### src/hias_pkg.sv
// hias_pkg: shared constants and carrier types for the host i/o access synchroniser
// assumes a single 200 MHz clock and active-low host channel strobes
package hias_pkg;

    // clock and timing
    localparam int unsigned CLK_PERIOD_PS     = 5000;        // 200 MHz
    localparam int unsigned READY_MAX_NS      = 2500;        // longest channel-ready low time, ns
    localparam int unsigned READY_MAX_CYC     = (READY_MAX_NS * 1000) / CLK_PERIOD_PS;
    localparam int unsigned WATCHDOG_CYC      = 16;          // device clocks before ready is forced
    localparam int unsigned ADDR_W            = 8;           // host address lines one to eight
    localparam int unsigned CNT_W             = 9;

    // reset values
    localparam logic        STAGE_RESET       = 1'b1;        // sync stages idle high (inactive)
    localparam logic        READY_RESET       = 1'b1;        // channel ready idles high

    // host side inputs travelling together
    typedef struct packed {
        logic              io_read_n;       // host i/o read strobe
        logic              io_write_n;      // host i/o write strobe
        logic              addr_enable;     // high during dma, blocks port decode
        logic              addr_qual;       // further address qualifier, active high
        logic [ADDR_W-1:0] addr;            // host address lines one to eight
        logic              addr0;           // host address bit zero
        logic              dma_ack_n;       // dma acknowledge for the assigned channel
    } hias_host_t;

    // strobes presented to the device bank
    typedef struct packed {
        logic chip_sel_n;                    // device chip select
        logic read_n;                        // device read strobe
        logic write_n;                       // device write strobe
        logic cmd_data;                      // command-or-data select, low selects data
    } hias_dev_t;

endpackage

### src/hias_addr_decode.sv
// hias_addr_decode: port address comparator and chip-select merge with dma acknowledge
// assumes address and strobes are synchronous to clock; purely combinational
`timescale 1ns/100ps
module hias_addr_decode #(
    parameter int unsigned ADDR_W = hias_pkg::ADDR_W
) (
    input  wire logic [ADDR_W-1:0] addr,            // host address lines one to eight
    input  wire logic [ADDR_W-1:0] match_value,     // switch-set port address
    input  wire logic              io_read_n,       // host i/o read
    input  wire logic              io_write_n,      // host i/o write
    input  wire logic              addr_qual,       // further address qualifier
    input  wire logic              addr_enable,     // host address enable
    input  wire logic              dma_ack_n,       // dma acknowledge
    output wire logic              match_n,         // address match, active low
    output wire logic              chip_sel_n       // merged chip select, active low
);

    // enable only for i/o cycles, so memory cycles at the same address never match
    wire logic cmp_enable;
    wire logic addr_equal;
    assign cmp_enable = (~io_read_n | ~io_write_n) & addr_qual & ~addr_enable;
    assign addr_equal = (addr == match_value);
    assign match_n    = ~(addr_equal & cmp_enable);
    // dma transfers select the device without a port decode
    assign chip_sel_n = match_n & dma_ack_n;

endmodule // hias_addr_decode

### src/hias_ready_watchdog.sv
// hias_ready_watchdog: counts device clocks while chip select holds and the device is busy
// assumes chip select and completion flag are synchronous to clock
`timescale 1ns/100ps
module hias_ready_watchdog #(
    parameter int unsigned LIMIT = hias_pkg::WATCHDOG_CYC,
    parameter int unsigned CNT_W = hias_pkg::CNT_W
) (
    input  wire logic clock,          // device clock
    input  wire logic reset_n,        // asynchronous reset, active low
    input  wire logic chip_sel_n,     // merged chip select
    input  wire logic done_n,         // device completion flag, low when idle
    output wire logic expired,        // level: limit reached in this access
    output wire logic expire_pulse    // one-cycle pulse in the last cycle before the limit is reached
);

    logic [CNT_W-1:0] count_r;
    logic [CNT_W-1:0] count_nxt;
    wire logic        at_limit;

    assign at_limit     = (count_r == CNT_W'(LIMIT));
    assign expired      = at_limit;
    assign expire_pulse = (count_r == CNT_W'(LIMIT - 1)) & ~chip_sel_n & done_n;

    // cleared whenever chip select ends; stops at the limit so the pulse fires once
    always_comb begin
        count_nxt = count_r;
        if (chip_sel_n) begin
            count_nxt = '0;
        end else if (!at_limit && done_n) begin
            count_nxt = count_r + CNT_W'(1);
        end
    end

    always_ff @(posedge clock or negedge reset_n) begin
        if (!reset_n) begin
            count_r <= '0;
        end else begin
            count_r <= count_nxt;
        end
    end

endmodule // hias_ready_watchdog

### src/hias_sync.sv
// hias_sync: host-side glue that drives a bank of data manager devices from a pc i/o channel
// assumes host inputs already synchronous to clock, device clock equal to clock
//
// Notes on behaviour
// - device strobes are produced synchronous to the device clock, never asynchronous
// - read and write merge into one request, passed only while completion is low
// - stage a captures on falling edge, stage b asserts on next rising edge
// - synchronised strobe gated with host read or write gives separate strobes
// - stage a goes high on falling edge once busy; stage b follows, ending strobe
// - device strobes stay low exactly two device clocks in falling-edge mode
// - comparator matches address lines one to eight against switch value when enabled
// - comparator enable built from read, write, qualifier and address enable
// - chip select is address match or dma acknowledge
// - channel ready never held low longer than 2.5 microseconds
// - ready idles high, drops on chip select, returns high when stage b low
// - insert as few host wait states as possible
// - busy completion flag at chip select blocks request from both stages
// - rising-edge-only variant samples stage a on rising edge, one extra clock
// - command-or-data follows address bit zero, forced low by dma acknowledge
// - counter forces ready after 16 clocks of busy chip select, raises interrupt
`timescale 1ns/100ps
module hias_sync #(
    parameter int unsigned ADDR_W        = hias_pkg::ADDR_W,
    parameter int unsigned WATCHDOG_CYC  = hias_pkg::WATCHDOG_CYC,
    parameter int unsigned READY_MAX_CYC = hias_pkg::READY_MAX_CYC,
    parameter bit          RISING_ONLY   = 1'b0
) (
    input  wire logic                clock,         // device clock, 200 MHz
    input  wire logic                reset_n,       // asynchronous reset, active low
    input  wire hias_pkg::hias_host_t host,         // host channel inputs
    input  wire logic [ADDR_W-1:0]   match_value,   // switch-set port address
    input  wire logic                done_n,        // device completion flag (pulled-up wire level)
    output hias_pkg::hias_dev_t      dev,           // strobes to the device bank
    output logic                     channel_ready, // host channel ready, high releases host
    output logic                     host_irq,      // watchdog interrupt, registered level
    output logic                     ready_forced   // high while ready was forced by watchdog
);

    // decode and watchdog outputs
    wire logic match_n;
    wire logic chip_sel_n;
    wire logic wd_expired;
    wire logic wd_pulse;

    hias_addr_decode #(
        .ADDR_W      (ADDR_W)
    ) u_decode (
        .addr        (host.addr),
        .match_value (match_value),
        .io_read_n   (host.io_read_n),
        .io_write_n  (host.io_write_n),
        .addr_qual   (host.addr_qual),
        .addr_enable (host.addr_enable),
        .dma_ack_n   (host.dma_ack_n),
        .match_n     (match_n),
        .chip_sel_n  (chip_sel_n)
    );

    hias_ready_watchdog #(
        .LIMIT        (WATCHDOG_CYC),
        .CNT_W        (hias_pkg::CNT_W)
    ) u_watchdog (
        .clock        (clock),
        .reset_n      (reset_n),
        .chip_sel_n   (chip_sel_n),
        .done_n       (done_n),
        .expired      (wd_expired),
        .expire_pulse (wd_pulse)
    );

    // synchroniser and output state; stages and strobes are high when inactive, irq_r is high when set
    logic sync_stage_a_r;
    logic sync_stage_a_fall_r;
    logic sync_stage_a_rise_r;
    logic sync_stage_b_r;
    logic ready_hold_stage_r;
    logic ready_hold_stage_nxt;
    logic irq_r;
    logic cmd_data_r;
    logic read_n_r;
    logic write_n_r;
    logic [hias_pkg::CNT_W-1:0] low_cnt_r;

    // merged access request: either host strobe with chip select, gated by completion
    wire logic access_n;
    wire logic sync_stage_a_in;
    wire logic sync_stage_b_in;
    assign access_n        = host.io_read_n & host.io_write_n;
    // request only enters while completion is low; a busy flag blocks it      
    assign sync_stage_a_in = access_n | chip_sel_n | done_n;
    assign sync_stage_b_in = sync_stage_a_r;

    // stage a source: falling-edge flop normally, rising-edge flop in the one-edge variant
    assign sync_stage_a_r  = RISING_ONLY ? sync_stage_a_rise_r : sync_stage_a_fall_r;

    // falling-edge capture gains half a clock, so the strobe starts one clock sooner than in the rising-edge variant
    always_ff @(negedge clock or negedge reset_n) begin
        if (!reset_n) begin
            sync_stage_a_fall_r <= hias_pkg::STAGE_RESET;
        end else begin
            sync_stage_a_fall_r <= sync_stage_a_in;
        end
    end

    // rising-edge capture, starts the strobe one clock later at the same width
    always_ff @(posedge clock or negedge reset_n) begin
        if (!reset_n) begin
            sync_stage_a_rise_r <= hias_pkg::STAGE_RESET;
        end else begin
            sync_stage_a_rise_r <= sync_stage_a_in;
        end
    end

    // second stage on the rising edge gives strobes aligned to the device clock
    always_ff @(posedge clock or negedge reset_n) begin
        if (!reset_n) begin
            sync_stage_b_r <= hias_pkg::STAGE_RESET;
        end else begin
            sync_stage_b_r <= sync_stage_b_in;
        end
    end

    // ready: drop on chip select, release once stage b is low or the watchdog fires
    wire logic release_ready;
    assign release_ready = ~sync_stage_b_r | wd_expired | wd_pulse;
    always_comb begin
        ready_hold_stage_nxt = ready_hold_stage_r;
        if (chip_sel_n) begin
            ready_hold_stage_nxt = 1'b1;
        end else if (release_ready) begin
            ready_hold_stage_nxt = 1'b1;
        end else if (ready_hold_stage_r && sync_stage_b_r && low_cnt_r == '0) begin
            ready_hold_stage_nxt = 1'b0;
        end
    end

    // one low phase per access: low_cnt counts every chip select cycle and never rearms within one select
    always_ff @(posedge clock or negedge reset_n) begin
        if (!reset_n) begin
            ready_hold_stage_r <= hias_pkg::READY_RESET;
            low_cnt_r          <= '0;
        end else begin
            ready_hold_stage_r <= ready_hold_stage_nxt;
            if (chip_sel_n) begin
                low_cnt_r <= '0;
            end else if (low_cnt_r != '1) begin
                low_cnt_r <= low_cnt_r + hias_pkg::CNT_W'(1);
            end
        end
    end

    // hard bound on wait time as a backstop in case the watchdog limit is set too large
    wire logic ready_timeout;
    assign ready_timeout = (low_cnt_r >= hias_pkg::CNT_W'(READY_MAX_CYC - 1));
    assign channel_ready = ready_hold_stage_r | ready_timeout;

    // device strobes: stage b split by host read and write, data outputs registered
    wire logic read_nxt;
    wire logic write_nxt;
    wire logic cmd_data_nxt;
    assign read_nxt     = sync_stage_b_in | host.io_read_n;
    assign write_nxt    = sync_stage_b_in | host.io_write_n;
    assign cmd_data_nxt = host.addr0 & host.dma_ack_n;

    // strobe registers mirror stage b so widths match it exactly
    always_ff @(posedge clock or negedge reset_n) begin
        if (!reset_n) begin
            read_n_r   <= 1'b1;
            write_n_r  <= 1'b1;
            cmd_data_r <= 1'b1;
        end else begin
            read_n_r   <= read_nxt;
            write_n_r  <= write_nxt;
            cmd_data_r <= cmd_data_nxt;
        end
    end

    // interrupt stays set until the next access begins, set beats clear
    always_ff @(posedge clock or negedge reset_n) begin
        if (!reset_n) begin
            irq_r <= 1'b0;
        end else if (wd_pulse) begin
            irq_r <= 1'b1;
        end else if (chip_sel_n && !access_n) begin
            irq_r <= irq_r;
        end else if (!chip_sel_n && wd_expired == 1'b0 && !done_n) begin
            irq_r <= 1'b0;
        end
    end

    assign dev.chip_sel_n = chip_sel_n;
    assign dev.read_n     = read_n_r;
    assign dev.write_n    = write_n_r;
    assign dev.cmd_data   = cmd_data_r;
    assign host_irq       = irq_r;
    assign ready_forced   = wd_expired;

endmodule // hias_sync

### config.mk
export PLATFORM = sky130hd
export DESIGN_NAME = hias_sync
export DESIGN_NICKNAME = d
export VERILOG_FILES = /design/src/hias_pkg.sv /design/src/hias_addr_decode.sv /design/src/hias_ready_watchdog.sv /design/src/hias_sync.sv
export SDC_FILE = /design/constraint.sdc
export NUM_CORES = 1
export LEC_CHECK = 0
export ABC_AREA = 1
export BUFFER_PORTS_ARGS = -buffer_cell sky130_fd_sc_hd__buf_2
export CELL_PAD_IN_SITES_DETAIL_PLACEMENT = 1
export CELL_PAD_IN_SITES_GLOBAL_PLACEMENT = 2
export CORE_ASPECT_RATIO = 0.8
export CORE_UTILIZATION = 31
export CTS_BUF_LIST = sky130_fd_sc_hd__clkbuf_8 sky130_fd_sc_hd__clkbuf_16
export DETAILED_ROUTE_END_ITERATION = 16
export GPL_TIMING_DRIVEN = 0
export PLACE_DENSITY_LB_ADDON = 0.12
export RECOVER_POWER = 25
export SETUP_SLACK_MARGIN = 0.15
export SLEW_MARGIN = 10
export SYNTH_ARGS = -nofsm -noshare
export SYNTH_HDL_FRONTEND = slang
export SYNTH_SLANG_ARGS = --single-unit
### constraint.sdc
create_clock -name clock -period 2.4 [get_ports clock]
set_clock_uncertainty 0.1 [all_clocks]
set_input_delay 0.36 -clock clock [delete_from_list [all_inputs] [get_ports clock]]
set_output_delay 0.36 -clock clock [all_outputs]
set_load 0.1 [all_outputs]
==> results of run 1 <==
## state kept, by name, summed over array words and instances (netlist names)
| signal | flops |
|---|---|
| host_irq | 1 |
| ready_hold_stage_r | 1 |
| sync_stage_a_fall_r | 1 |
| low_cnt_r | 9 |
| cmd_data_r | 1 |
| read_n_r | 1 |
| u_watchdog.count_r | 9 |
| sync_stage_b_r | 1 |
| write_n_r | 1 |
## critical path, delay by kind of cell
kind | cells | cell delay, ns
buffers and inverters | 2 | 0.13
and+or+nand+nor | 5 | 0.45
AOI/OAI and AO/OA | 1 | 0.18
## worst max-delay path by stage
stage,slack (ns),startpoint,endpoint,cells after the start
4_1_cts,0.21,host[13],sync_stage_a_fall_r,7
5_1_grt,0.1,low_cnt_r[4],low_cnt_r[7],10
6_report,0.22,match_value[5],sync_stage_a_fall_r,8
3_5_place_dp,-0.21,host[13],sync_stage_a_fall_r,7
2_1_floorplan,0.06,host[13],sync_stage_a_fall_r,6
3_3_place_gp,-0.21,host[13],sync_stage_a_fall_r,7
## cell families (layout without fill, tap and decap cells)
family                   after synthesis  after routing  share of synthesized area [%]
AND/OR/NAND/NOR                      109            109                           35.6
buffers and inverters                 39             76                           10.6
flip-flops                            25             25                           39.7
AO/OA/AOI/OAI                         14             14                           6.36
XOR/XNOR                               7              7                           3.85
adder cells (fa/ha/maj)                5              5                           3.92
## layer usage
layer | track usage [%] | up-vias
met5 | 0 | -
met1 | 19.2 | 641
met3 | 2.90 | 2
met4 | 3.29 | 0
met2 | 28.4 | 20
li1 | - | 683
## report_power, final
group / switching [mW] / internal (mW)
Sequential: 0.0110 / 0.438
Combinational: 0.116 / 0.0621
Clock: 0.141 / 0.118
## final cells by class
| type | instances | area, sq um |
|---|---|---|
| sequential | 25 | 633 |
| timing repair buffer | 33 | 183 |
| fill | 601 | 2850 |
| multi-input combinational | 135 | 805 |
| inverter | 33 | 124 |
| clock buffer | 3 | 41.3 |
| buffer | 5 | 41.3 |
| clock inverter | 2 | 8.76 |
| tap | 60 | 75.1 |
## stage by stage
| stage | power (mW) | worst slack (ns) | instances | cell area, sq um |
|---|---|---|---|---|
| 6_report | 0.886 | 0.223 | 296 | 1910 |
| 5_1_grt | 0.936 | 0.0970 | 296 | 1910 |
| 4_1_cts | 0.910 | 0.211 | 296 | 1910 |
| 3_5_place_dp | 0.639 | -0.214 | 290 | 1840 |
| 3_3_place_gp | 0.632 | -0.210 | 290 | 1840 |
| 2_1_floorplan | 0.581 | 0.0574 | 199 | 1610 |
## cells in the final DEF, fill, tap and decap left out, types with 3 or more instances in the layout
master    instances
nand2_1          41
nor2_1           20
o21ai_0           3
dfstp_2           6
nor3_1            5
dfrtp_1          19
nor2_4            6
inv_1            31
xor2_1            5
ha_1              5
nor2_2            7
buf_2            27
nand2_2           6
a21oi_1           5
buf_4             5
nand4_1           4
clkbuf_8          3
nand3_1           8
buf_6             3
## timing repair
action | in CTS | in global routing
cloned | 0 | 0
buffers inserted | 1 | 0
gates resized for setup | 3 | 2
hold endpoints to repair | 19 | 0
setup endpoints to repair | 4 | 2
hold buffers | 1 | 0
pin swaps | 1 | 1
==> out/metrics.cfg, run 1 <==
[clocking]
path_clk_slew_ns = 0.09
clockRootBuffer = clkbuf_8
h-tree-depth = 1
clock_latency_ns = 0.33
clock_sinks = 25
cts_buffers = 3
cts_tree = built
clock_path_buffers = 2

[synthesis]
synth-edff-count = 0
yosysWarnings = 0
yosysTopAreaCellShare_pct = 29.8
synth.avg_cell_area_sq_um = 8.01
synth_cells = 199
syn-num-nets = 229
yosysMostFrequentCell = nand2_1
ys_seq_area_share_pct = 39.7
syn-cell-area_sq_um = 1590
ys_ff_latch = 25
yosys.area.top_type = dfrtp_1
synthTopCellsByCount = nand2_1 (41), inv_1 (30), nor2_1 (20), dfrtp_1 (19), nand3_1 (8)
yosys-top-cells-area = dfrtp_1 (30%), dfstp_2 (9.9%), nand2_1 (9.7%), inv_1 (7.1%), nor2_1 (4.7%)
async_flop_share_pct = 100
ys.flop_type = dfrtp_1
ys_types = 34

[sta]
hold_viol = 0
slew_headroom_pct = 21.1
rsz0062_at_grt = true
slew_violations = 0
max_clock_freq_ghz = 0.462
worst_pin_slew_ns = 1.19
period_share_pct = 90.7
setup_violations = 0
finalCriticalPeriod_ns = 2.18
whs_ns = 0.166
setup_tns_ns = 0

[global_route]
grt_pass1_vias = 1406
antenna_found_initial = 0
grt_max_degree = 20
overflow = 0
grt_pass1_wl_um = 6360
grt_use_total_pct = 15.7

[setup_path]
r2r_cells = 10
end_kind = flip-flop
slowest_stage = o21bai_4
cp-start-kind = input pin
path_cells = buf_2, inv_1, nand2_1, nand2_2, nor2_4, nand3_2, o21bai_4, nand3_1
r2r_slack_ns = 0.24
required_ns = 1.35
r2r-end = low_cnt_r[7]
crit_arrival_ns = 1.13
reg2reg_from = low_cnt_r[4]
cpPeakStageDelay_ns = 0.18
crit_fanout = 2
critPathKind = in2reg

[power_and_ir_drop]
power.density_nw_per_um2 = 464
cellLeakagePower_nw = 0.921
vdd_ir_drop_max_mv = 0.276

[final_layout]
utilization_pct = 40.1
syn_to_final_growth_pct = 19.9
final_nets = 267
diodes = 0
drive_gt1_share_pct = 32.6

[floorplanning]
dieArea_sq_um = 5430
die_h_um = 66.1
io_pins = 32
coreArea_sq_um = 4760
die_w_um = 82.2
row_count = 22
initial_core_util_pct = 33.5

[min_path]
min_to = cmd_data_r
min_from = host[1]
min_path_cells = 3
hp-class = in2reg

[drt]
vias = 1346
viasPerCell = 4.55
m1WireLength_um = 1790
wl_met3_um = 109
drtIter0Drc = 36
drc = 0
antenna_left = 0
wl_met2_um = 1830
drt-total-wl_um = 3760
highest_layer = met4
drt_pass1_iterations = 4
wl_per_cell_um = 12.7

[outcome]
outcome = completed

[placement]
gp_congestion = 0.758
port_buffers = 31
dp_hpwl_um = 2970

[run]
drv_cap = 0

Power figures use the tool's default switching activity.
==> run 2, diff against run 1 <==
- CORE_UTILIZATION: 31 -> 34
- HOLD_SLACK_MARGIN: unset -> 0.1
- clock period: 2.4 -> 2.55 ns (I/O delays scaled with it)
==> run 2 against run 1 <==
Net effect:
- flip-flop and latch count unchanged
- global-route usage up 1.1 points
- clock-buffer cell count unchanged
- via count up 1.2%
- highest routed layer unchanged
- largest power group unchanged
- wire length down 4.7%
- first-iteration DRC count up 2.8%
- critical endpoint is now channel_ready
- combinational power down 6%
==> out/metrics.cfg, run 2 (synthesis results as in run 1) <==
[sta]
slew_violations = 0  ; unchanged
setup_violations = 0  ; unchanged
worst_pin_slew_ns = 0.557  ; was 1.19 ns
rsz0062_at_grt = false  ; was true
hold_viol = 0  ; unchanged
max_clock_freq_ghz = 0.434
whs_ns = 0.185  ; was 0.166 ns
slew_headroom_pct = 62.5  ; was 21.1%
layout_setup_ws_ns = 0.244  ; was 0.223 ns
finalCriticalPeriod_ns = 2.31
period_share_pct = 90.4

[clocking]
cts_tree = built  ; unchanged
clock_path_buffers = 2  ; unchanged
clock_sinks = 25  ; unchanged
path_clk_slew_ns = 0.09  ; about the same
clockRootBuffer = clkbuf_8  ; unchanged
cts_buffers = 3  ; unchanged
clock_latency_ns = 0.33  ; about the same
h-tree-depth = 1  ; unchanged

[global_route]
antenna_found_initial = 0  ; unchanged
grt_use_total_pct = 16.8  ; was 15.7%
grt_pass1_wl_um = 6670  ; was 6360 um
grt_max_degree = 26  ; was 20
overflow = 0  ; unchanged
grt_pass1_vias = 1472  ; was 1406

[drt]
drc = 0  ; unchanged
drt-total-wl_um = 3580  ; was 3760 um
drtIter0Drc = 37  ; was 36
drt_pass1_iterations = 4  ; unchanged
viasPerCell = 4.65  ; was 4.55
antenna_left = 0  ; unchanged
vias = 1362  ; was 1346
wl_per_cell_um = 12.2  ; was 12.7 um

[final_layout]
diodes = 0  ; unchanged
layout_commonest_cell = nand2_1  ; unchanged
reg.largest.list = low_cnt_r: 9 flops, u_watchdog.count_r: 9 flops  ; unchanged
regArea_sq_um = 633  ; unchanged
syn_to_final_growth_pct = 19.8  ; was 19.9%
layout_common_cells = nand2_1 (40), inv_1 (30), buf_2 (27)  ; was nand2_1 (41), inv_1 (31), buf_2 (27)
multi_input_area_sq_um = 808  ; was 805 sq um
num-fill-cells = 561  ; was 601
final_nets = 267  ; unchanged
drive_gt1_share_pct = 34.3  ; was 32.6%
final_area_sq_um = 1910  ; about the same

[outcome]
outcome = completed  ; unchanged

[setup_path]
reg2reg_from = sync_stage_a_fall_r  ; was low_cnt_r[4]
cp_num_buf_inv = 1  ; was 2
critPathKind = reg2out  ; was in2reg
crit_arrival_ns = 1.82  ; was 1.13 ns
r2r_slack_ns = 0.42  ; was 0.24 ns
crit_fanout = 4  ; was 2
end_kind = output port  ; was flip-flop
r2r_cells = 1  ; was 10
slowest_stage = nor4_1  ; was o21bai_4
path_cells = ha_1, nor4_1, o31ai_4, buf_2  ; was buf_2, inv_1, nand2_1, nand2_2, nor2_4, nand3_2, o21bai_4, nand3_1
required_ns = 2.07  ; was 1.35 ns
cp-start-kind = flip-flop  ; was input pin
crit_family = simple AND/OR/NAND/NOR gates  ; unchanged
cpPeakStageDelay_ns = 0.50  ; was 0.18 ns
r2r-end = write_n_r  ; was low_cnt_r[7]

[floorplanning]
die_h_um = 63.2  ; was 66.1 um
dieArea_sq_um = 4970  ; was 5430 sq um
row_count = 21  ; was 22
initial_core_util_pct = 36.8  ; was 33.5%
die_w_um = 78.6  ; was 82.2 um
io_pins = 32  ; unchanged
coreArea_sq_um = 4340  ; was 4760 sq um

[min_path]
min_from = host[0]  ; was host[1]
hp-class = in2reg  ; unchanged
min_path_cells = 3  ; unchanged
min_to = cmd_data_r  ; unchanged

[placement]
dp_slack_ns = -0.208  ; was -0.214 ns
place_area_sq_um = 1830  ; was 1840 sq um
gp_congestion = 0.760  ; was 0.758
port_buffers = 31  ; unchanged
dp_hpwl_um = 2860  ; was 2970 um

[power_and_ir_drop]
power.density_nw_per_um2 = 437  ; was 464 nW/um^2
cellLeakagePower_nw = 0.919  ; was 0.921 nW
vdd_ir_drop_max_mv = 0.284  ; was 0.276 mV

[run]
drv_cap = 0  ; unchanged

-- run 2: repair_timing --
action	CTS	global route
hold endpoints to repair	19	0
pin swaps	1	3
gates cloned	0	0
gates resized for setup	0	4
buffers inserted	1	0
endpoints found under the setup margin	1	4
hold buffers	1	0
-- run 2: cell type report --
type / count / area share, %
inverter: 33 / 6.49
timing repair buffer: 33 / 9.37
tap: 57 / 3.74
sequential: 25 / 33.2
clock buffer: 3 / 2.16
multi-input combinational: 135 / 42.3
buffer: 5 / 2.16
clock inverter: 2 / 0.590
-- run 2: worst max path at each step --
stage	start	endpoint	depth (start not counted)	slack [ns]
2_1_floorplan	host[13]	sync_stage_a_fall_r	6	0.11
3_3_place_gp	host[13]	sync_stage_a_fall_r	7	-0.20
3_5_place_dp	host[12]	sync_stage_a_fall_r	7	-0.21
4_1_cts	host[6]	dev[3]	11	0.17
5_1_grt	low_cnt_r[0]	channel_ready	4	0.15
6_report	low_cnt_r[0]	channel_ready	4	0.24
-- run 2: metal layers --
layer,vias to the layer above,global-route usage [%],part of all wire (%)
li1,686,-,-
met1,651,22.2,47
met2,19,29.0,49
met3,6,3.04,2.5
met4,0,2.55,1.1
met5,-,0,0
-- run 2: worst min-delay path, cell delays in order --
cell	delay, ns
clkbuf_1	0.09
nand2_1	0.06
inv_1	0.03
-- run 2: where the power goes --
group          leakage, nW  total (mW)  switching, mW  internal (mW)
sequential           0.324       0.422        0.00971          0.412
combinational        0.568       0.168          0.110         0.0577
clock               0.0270       0.245          0.132          0.113
total                0.919       0.834          0.252          0.583
-- run 2: stage by stage --
step / setup TNS [ns] / total power, mW / utilization, % / std cells
global route: 0 / 0.886 / 44.0 / 293
detailed placement: -0.208 / 0.601 / 42.3 / 287
finish: 0 / 0.834 / 44.0 / 293
floorplan: 0 / 0.547 / - / 199
global placement: -0.199 / 0.594 / 42.3 / 287
CTS: 0 / 0.851 / 43.8 / 293
==> run 3, diff against run 2 <==
- GPL_ROUTABILITY_DRIVEN: unset -> 0
- clock period: 2.55 -> 2.87 ns (I/O delays scaled with it)
==> run 3 against run 2 <==
Net effect:
- core utilization is 0.29 points lower
- cell count rose by 0.34%
- sequential power shrank 11%
- power shrank 11%
- via count unchanged
- clock power fell by 11%
- critical path depth up 3
- combinational power fell by 14%
- sequential share of layout area increased by 0.22 points
- global-route usage grew 0.072 points
- register-to-register slack better by 0.17 ns
- die area is the same
==> out/metrics.cfg, run 3 (synthesis results as in run 1) <==
[sta]
rsz0062_at_grt = false  ; unchanged
slew_violations = 0  ; unchanged
setup_violations = 0  ; unchanged
setup_tns_ns = 0  ; unchanged
worst_pin_slew_ns = 0.600  ; was 0.557 ns
slew_headroom_pct = 60.0  ; was 62.5%
hold_viol = 0  ; unchanged

[global_route]
grt_max_degree = 26  ; unchanged
grt_pass1_vias = 1437  ; was 1472
grt_pass1_wl_um = 6620  ; was 6670 um
grt_use_total_pct = 16.9  ; was 16.8%
met2_usage_pct = 29.6  ; was 29.0%
use_met1_pct = 21.6  ; was 22.2%
grt_use_met3_pct = 3.48  ; was 3.04%
antenna_found_initial = 0  ; unchanged
overflow = 0  ; unchanged
busiest_layer = met2  ; unchanged

[power_and_ir_drop]
vdd_ir_drop_max_mv = 0.152  ; was 0.284 mV
switchingPower_mw = 0.223  ; was 0.252 mW
p_comb_share_pct = 19.7  ; was 20.1%
pwr-share-seq_pct = 50.8  ; was 50.6%
pwr-share-clk_pct = 29.6  ; was 29.3%
cellLeakagePower_nw = 0.925  ; was 0.919 nW
power.internal_mw = 0.515  ; was 0.583 mW
swShare_pct = 30.3  ; was 30.2%
power.density_nw_per_um2 = 389  ; was 437 nW/um^2
p_total_mw = 0.739  ; was 0.834 mW

[placement]
port_buffers = 31  ; unchanged
dp_hpwl_um = 2900  ; was 2860 um
place_area_sq_um = 1830  ; about the same
placed_cells = 287  ; unchanged

[final_layout]
layout_commonest_cell = nand2_1  ; unchanged
reg.largest.list = low_cnt_r: 9 flops, u_watchdog.count_r: 9 flops  ; unchanged
syn_to_final_growth_pct = 19.0  ; was 19.8%
stdcell_count = 294  ; was 293
final_nets = 268  ; was 267
final_area_sq_um = 1900  ; was 1910 sq um
drive_gt1_share_pct = 34.6  ; was 34.3%
diodes = 0  ; unchanged
layout_common_cells = nand2_1 (41), buf_2 (31), inv_1 (30)  ; was nand2_1 (40), inv_1 (30), buf_2 (27)
num-fill-cells = 561  ; unchanged

[drt]
drtIter0Drc = 19  ; was 37
wl_per_cell_um = 12.4  ; was 12.2 um
antenna_left = 0  ; unchanged
viasPerCell = 4.63  ; was 4.65
drc = 0  ; unchanged
drt_pass1_iterations = 4  ; unchanged
vias = 1362  ; unchanged
drt-total-wl_um = 3650  ; was 3580 um

[clocking]
cts_buffers = 3  ; unchanged
clockRootBuffer = clkbuf_8  ; unchanged
cts_tree = built  ; unchanged
clock_path_buffers = 2  ; unchanged
clock_sinks = 25  ; unchanged
clock_latency_ns = 0.33  ; about the same
path_clk_slew_ns = 0.09  ; about the same
h-tree-depth = 1  ; unchanged
post_cts_resized = 0  ; unchanged

[floorplanning]
die_h_um = 63.2  ; unchanged
row_count = 21  ; unchanged
die_w_um = 78.6  ; unchanged
coreArea_sq_um = 4340  ; unchanged
io_pins = 32  ; unchanged
initial_core_util_pct = 36.8  ; unchanged
dieArea_sq_um = 4970  ; unchanged

[setup_path]
cp-start-kind = input pin  ; was flip-flop
critPathKind = in2reg  ; was reg2out
crit_arrival_ns = 1.28  ; was 1.82 ns
crit_fanout = 3  ; was 4
end_kind = flip-flop  ; was output port
required_ns = 1.58  ; was 2.07 ns

[min_path]
hp-class = in2reg  ; unchanged

[run]
drv_cap = 0  ; unchanged

[outcome]
outcome = completed  ; unchanged

[run 3: changes by cell type in the layout (fill, tap and decap cells not counted)]
cell        previous run  this run
clkbuf_4               3         0
clkinvlp_4             1         0
buf_2                 27        31
nand2_2                7         6
buf_4                  5         6
o31ai_2                0         1
o31ai_4                1         0
clkinvlp_2             0         1
clkbuf_1               1         0
nand2_1               40        41
[run 3: path summary, 6_finish.rpt]
| path | start | endpoint | slack [ns] | cells past startpoint |
|---|---|---|---|---|
| max | host[13] | sync_stage_a_fall_r | 0.30 | 7 |
| min | host[1] | cmd_data_r | 0.23 | 3 |
| max reg2reg | sync_stage_a_fall_r | write_n_r | 0.59 | 1 |
| min reg2reg | host_irq | host_irq | 0.40 | 2 |
| max in group asynchronous | reset_n | sync_stage_a_fall_r | 0.31 | 2 |
| min in group asynchronous | reset_n | low_cnt_r[5] | 0.58 | 2 |
[run 3: metrics by stage]
stage | hold WS [ns] | util, % | worst slack, ns
detailed placement | 0.376 | 42.1 | -0.104
CTS | 0.220 | 43.4 | 0.239
global placement | 0.355 | 42.1 | -0.0877
finish | 0.232 | 43.8 | 0.304
global route | 0.235 | 43.8 | 0.203
floorplan | 0.0349 | - | 0.222
[run 3: worst max-delay path: stages]
cell and delay [ns]:
buf_2 0.10, nand2_1 0.11, nand2_1 0.08, nor2_2 0.14, nand3_2 0.15, o21bai_4 0.19, nand3_1 0.08
[run 3: layout make-up]
type	count	area, sq um	share of cell area [%]
multi-input cells	135	797	42.0
plain buffers	5	41.3	2.18
repair buffers	34	180	9.50
well taps	57	71.3	3.76
inverters	33	124	6.53
clock buffers	3	41.3	2.18
flip-flops and latches	25	633	33.4
clock inverters	2	8.76	0.462
[run 3: repair_timing]
action                                  in CTS  in global routing
hold endpoints to repair                    19                  0
endpoints found under the setup margin       0                  1
hold buffers                                 1                  0
buffers inserted                             0                  2
[run 3: layer usage]
layer | vias up | part of all wire (%)
met5 | - | 0
met4 | 0 | 0.63
met3 | 4 | 2.1
met2 | 13 | 51
met1 | 654 | 47
li1 | 691 | -
[run 3: power groups by stage]
stage	clock [mW]	combinational [mW]	sequential, mW
after floorplan	0.00436	0.100	0.379
after global placement	0.00436	0.141	0.381
after detailed placement	0.00436	0.145	0.382
after CTS	0.232	0.147	0.375
after global routing	0.244	0.162	0.377
final	0.218	0.145	0.375
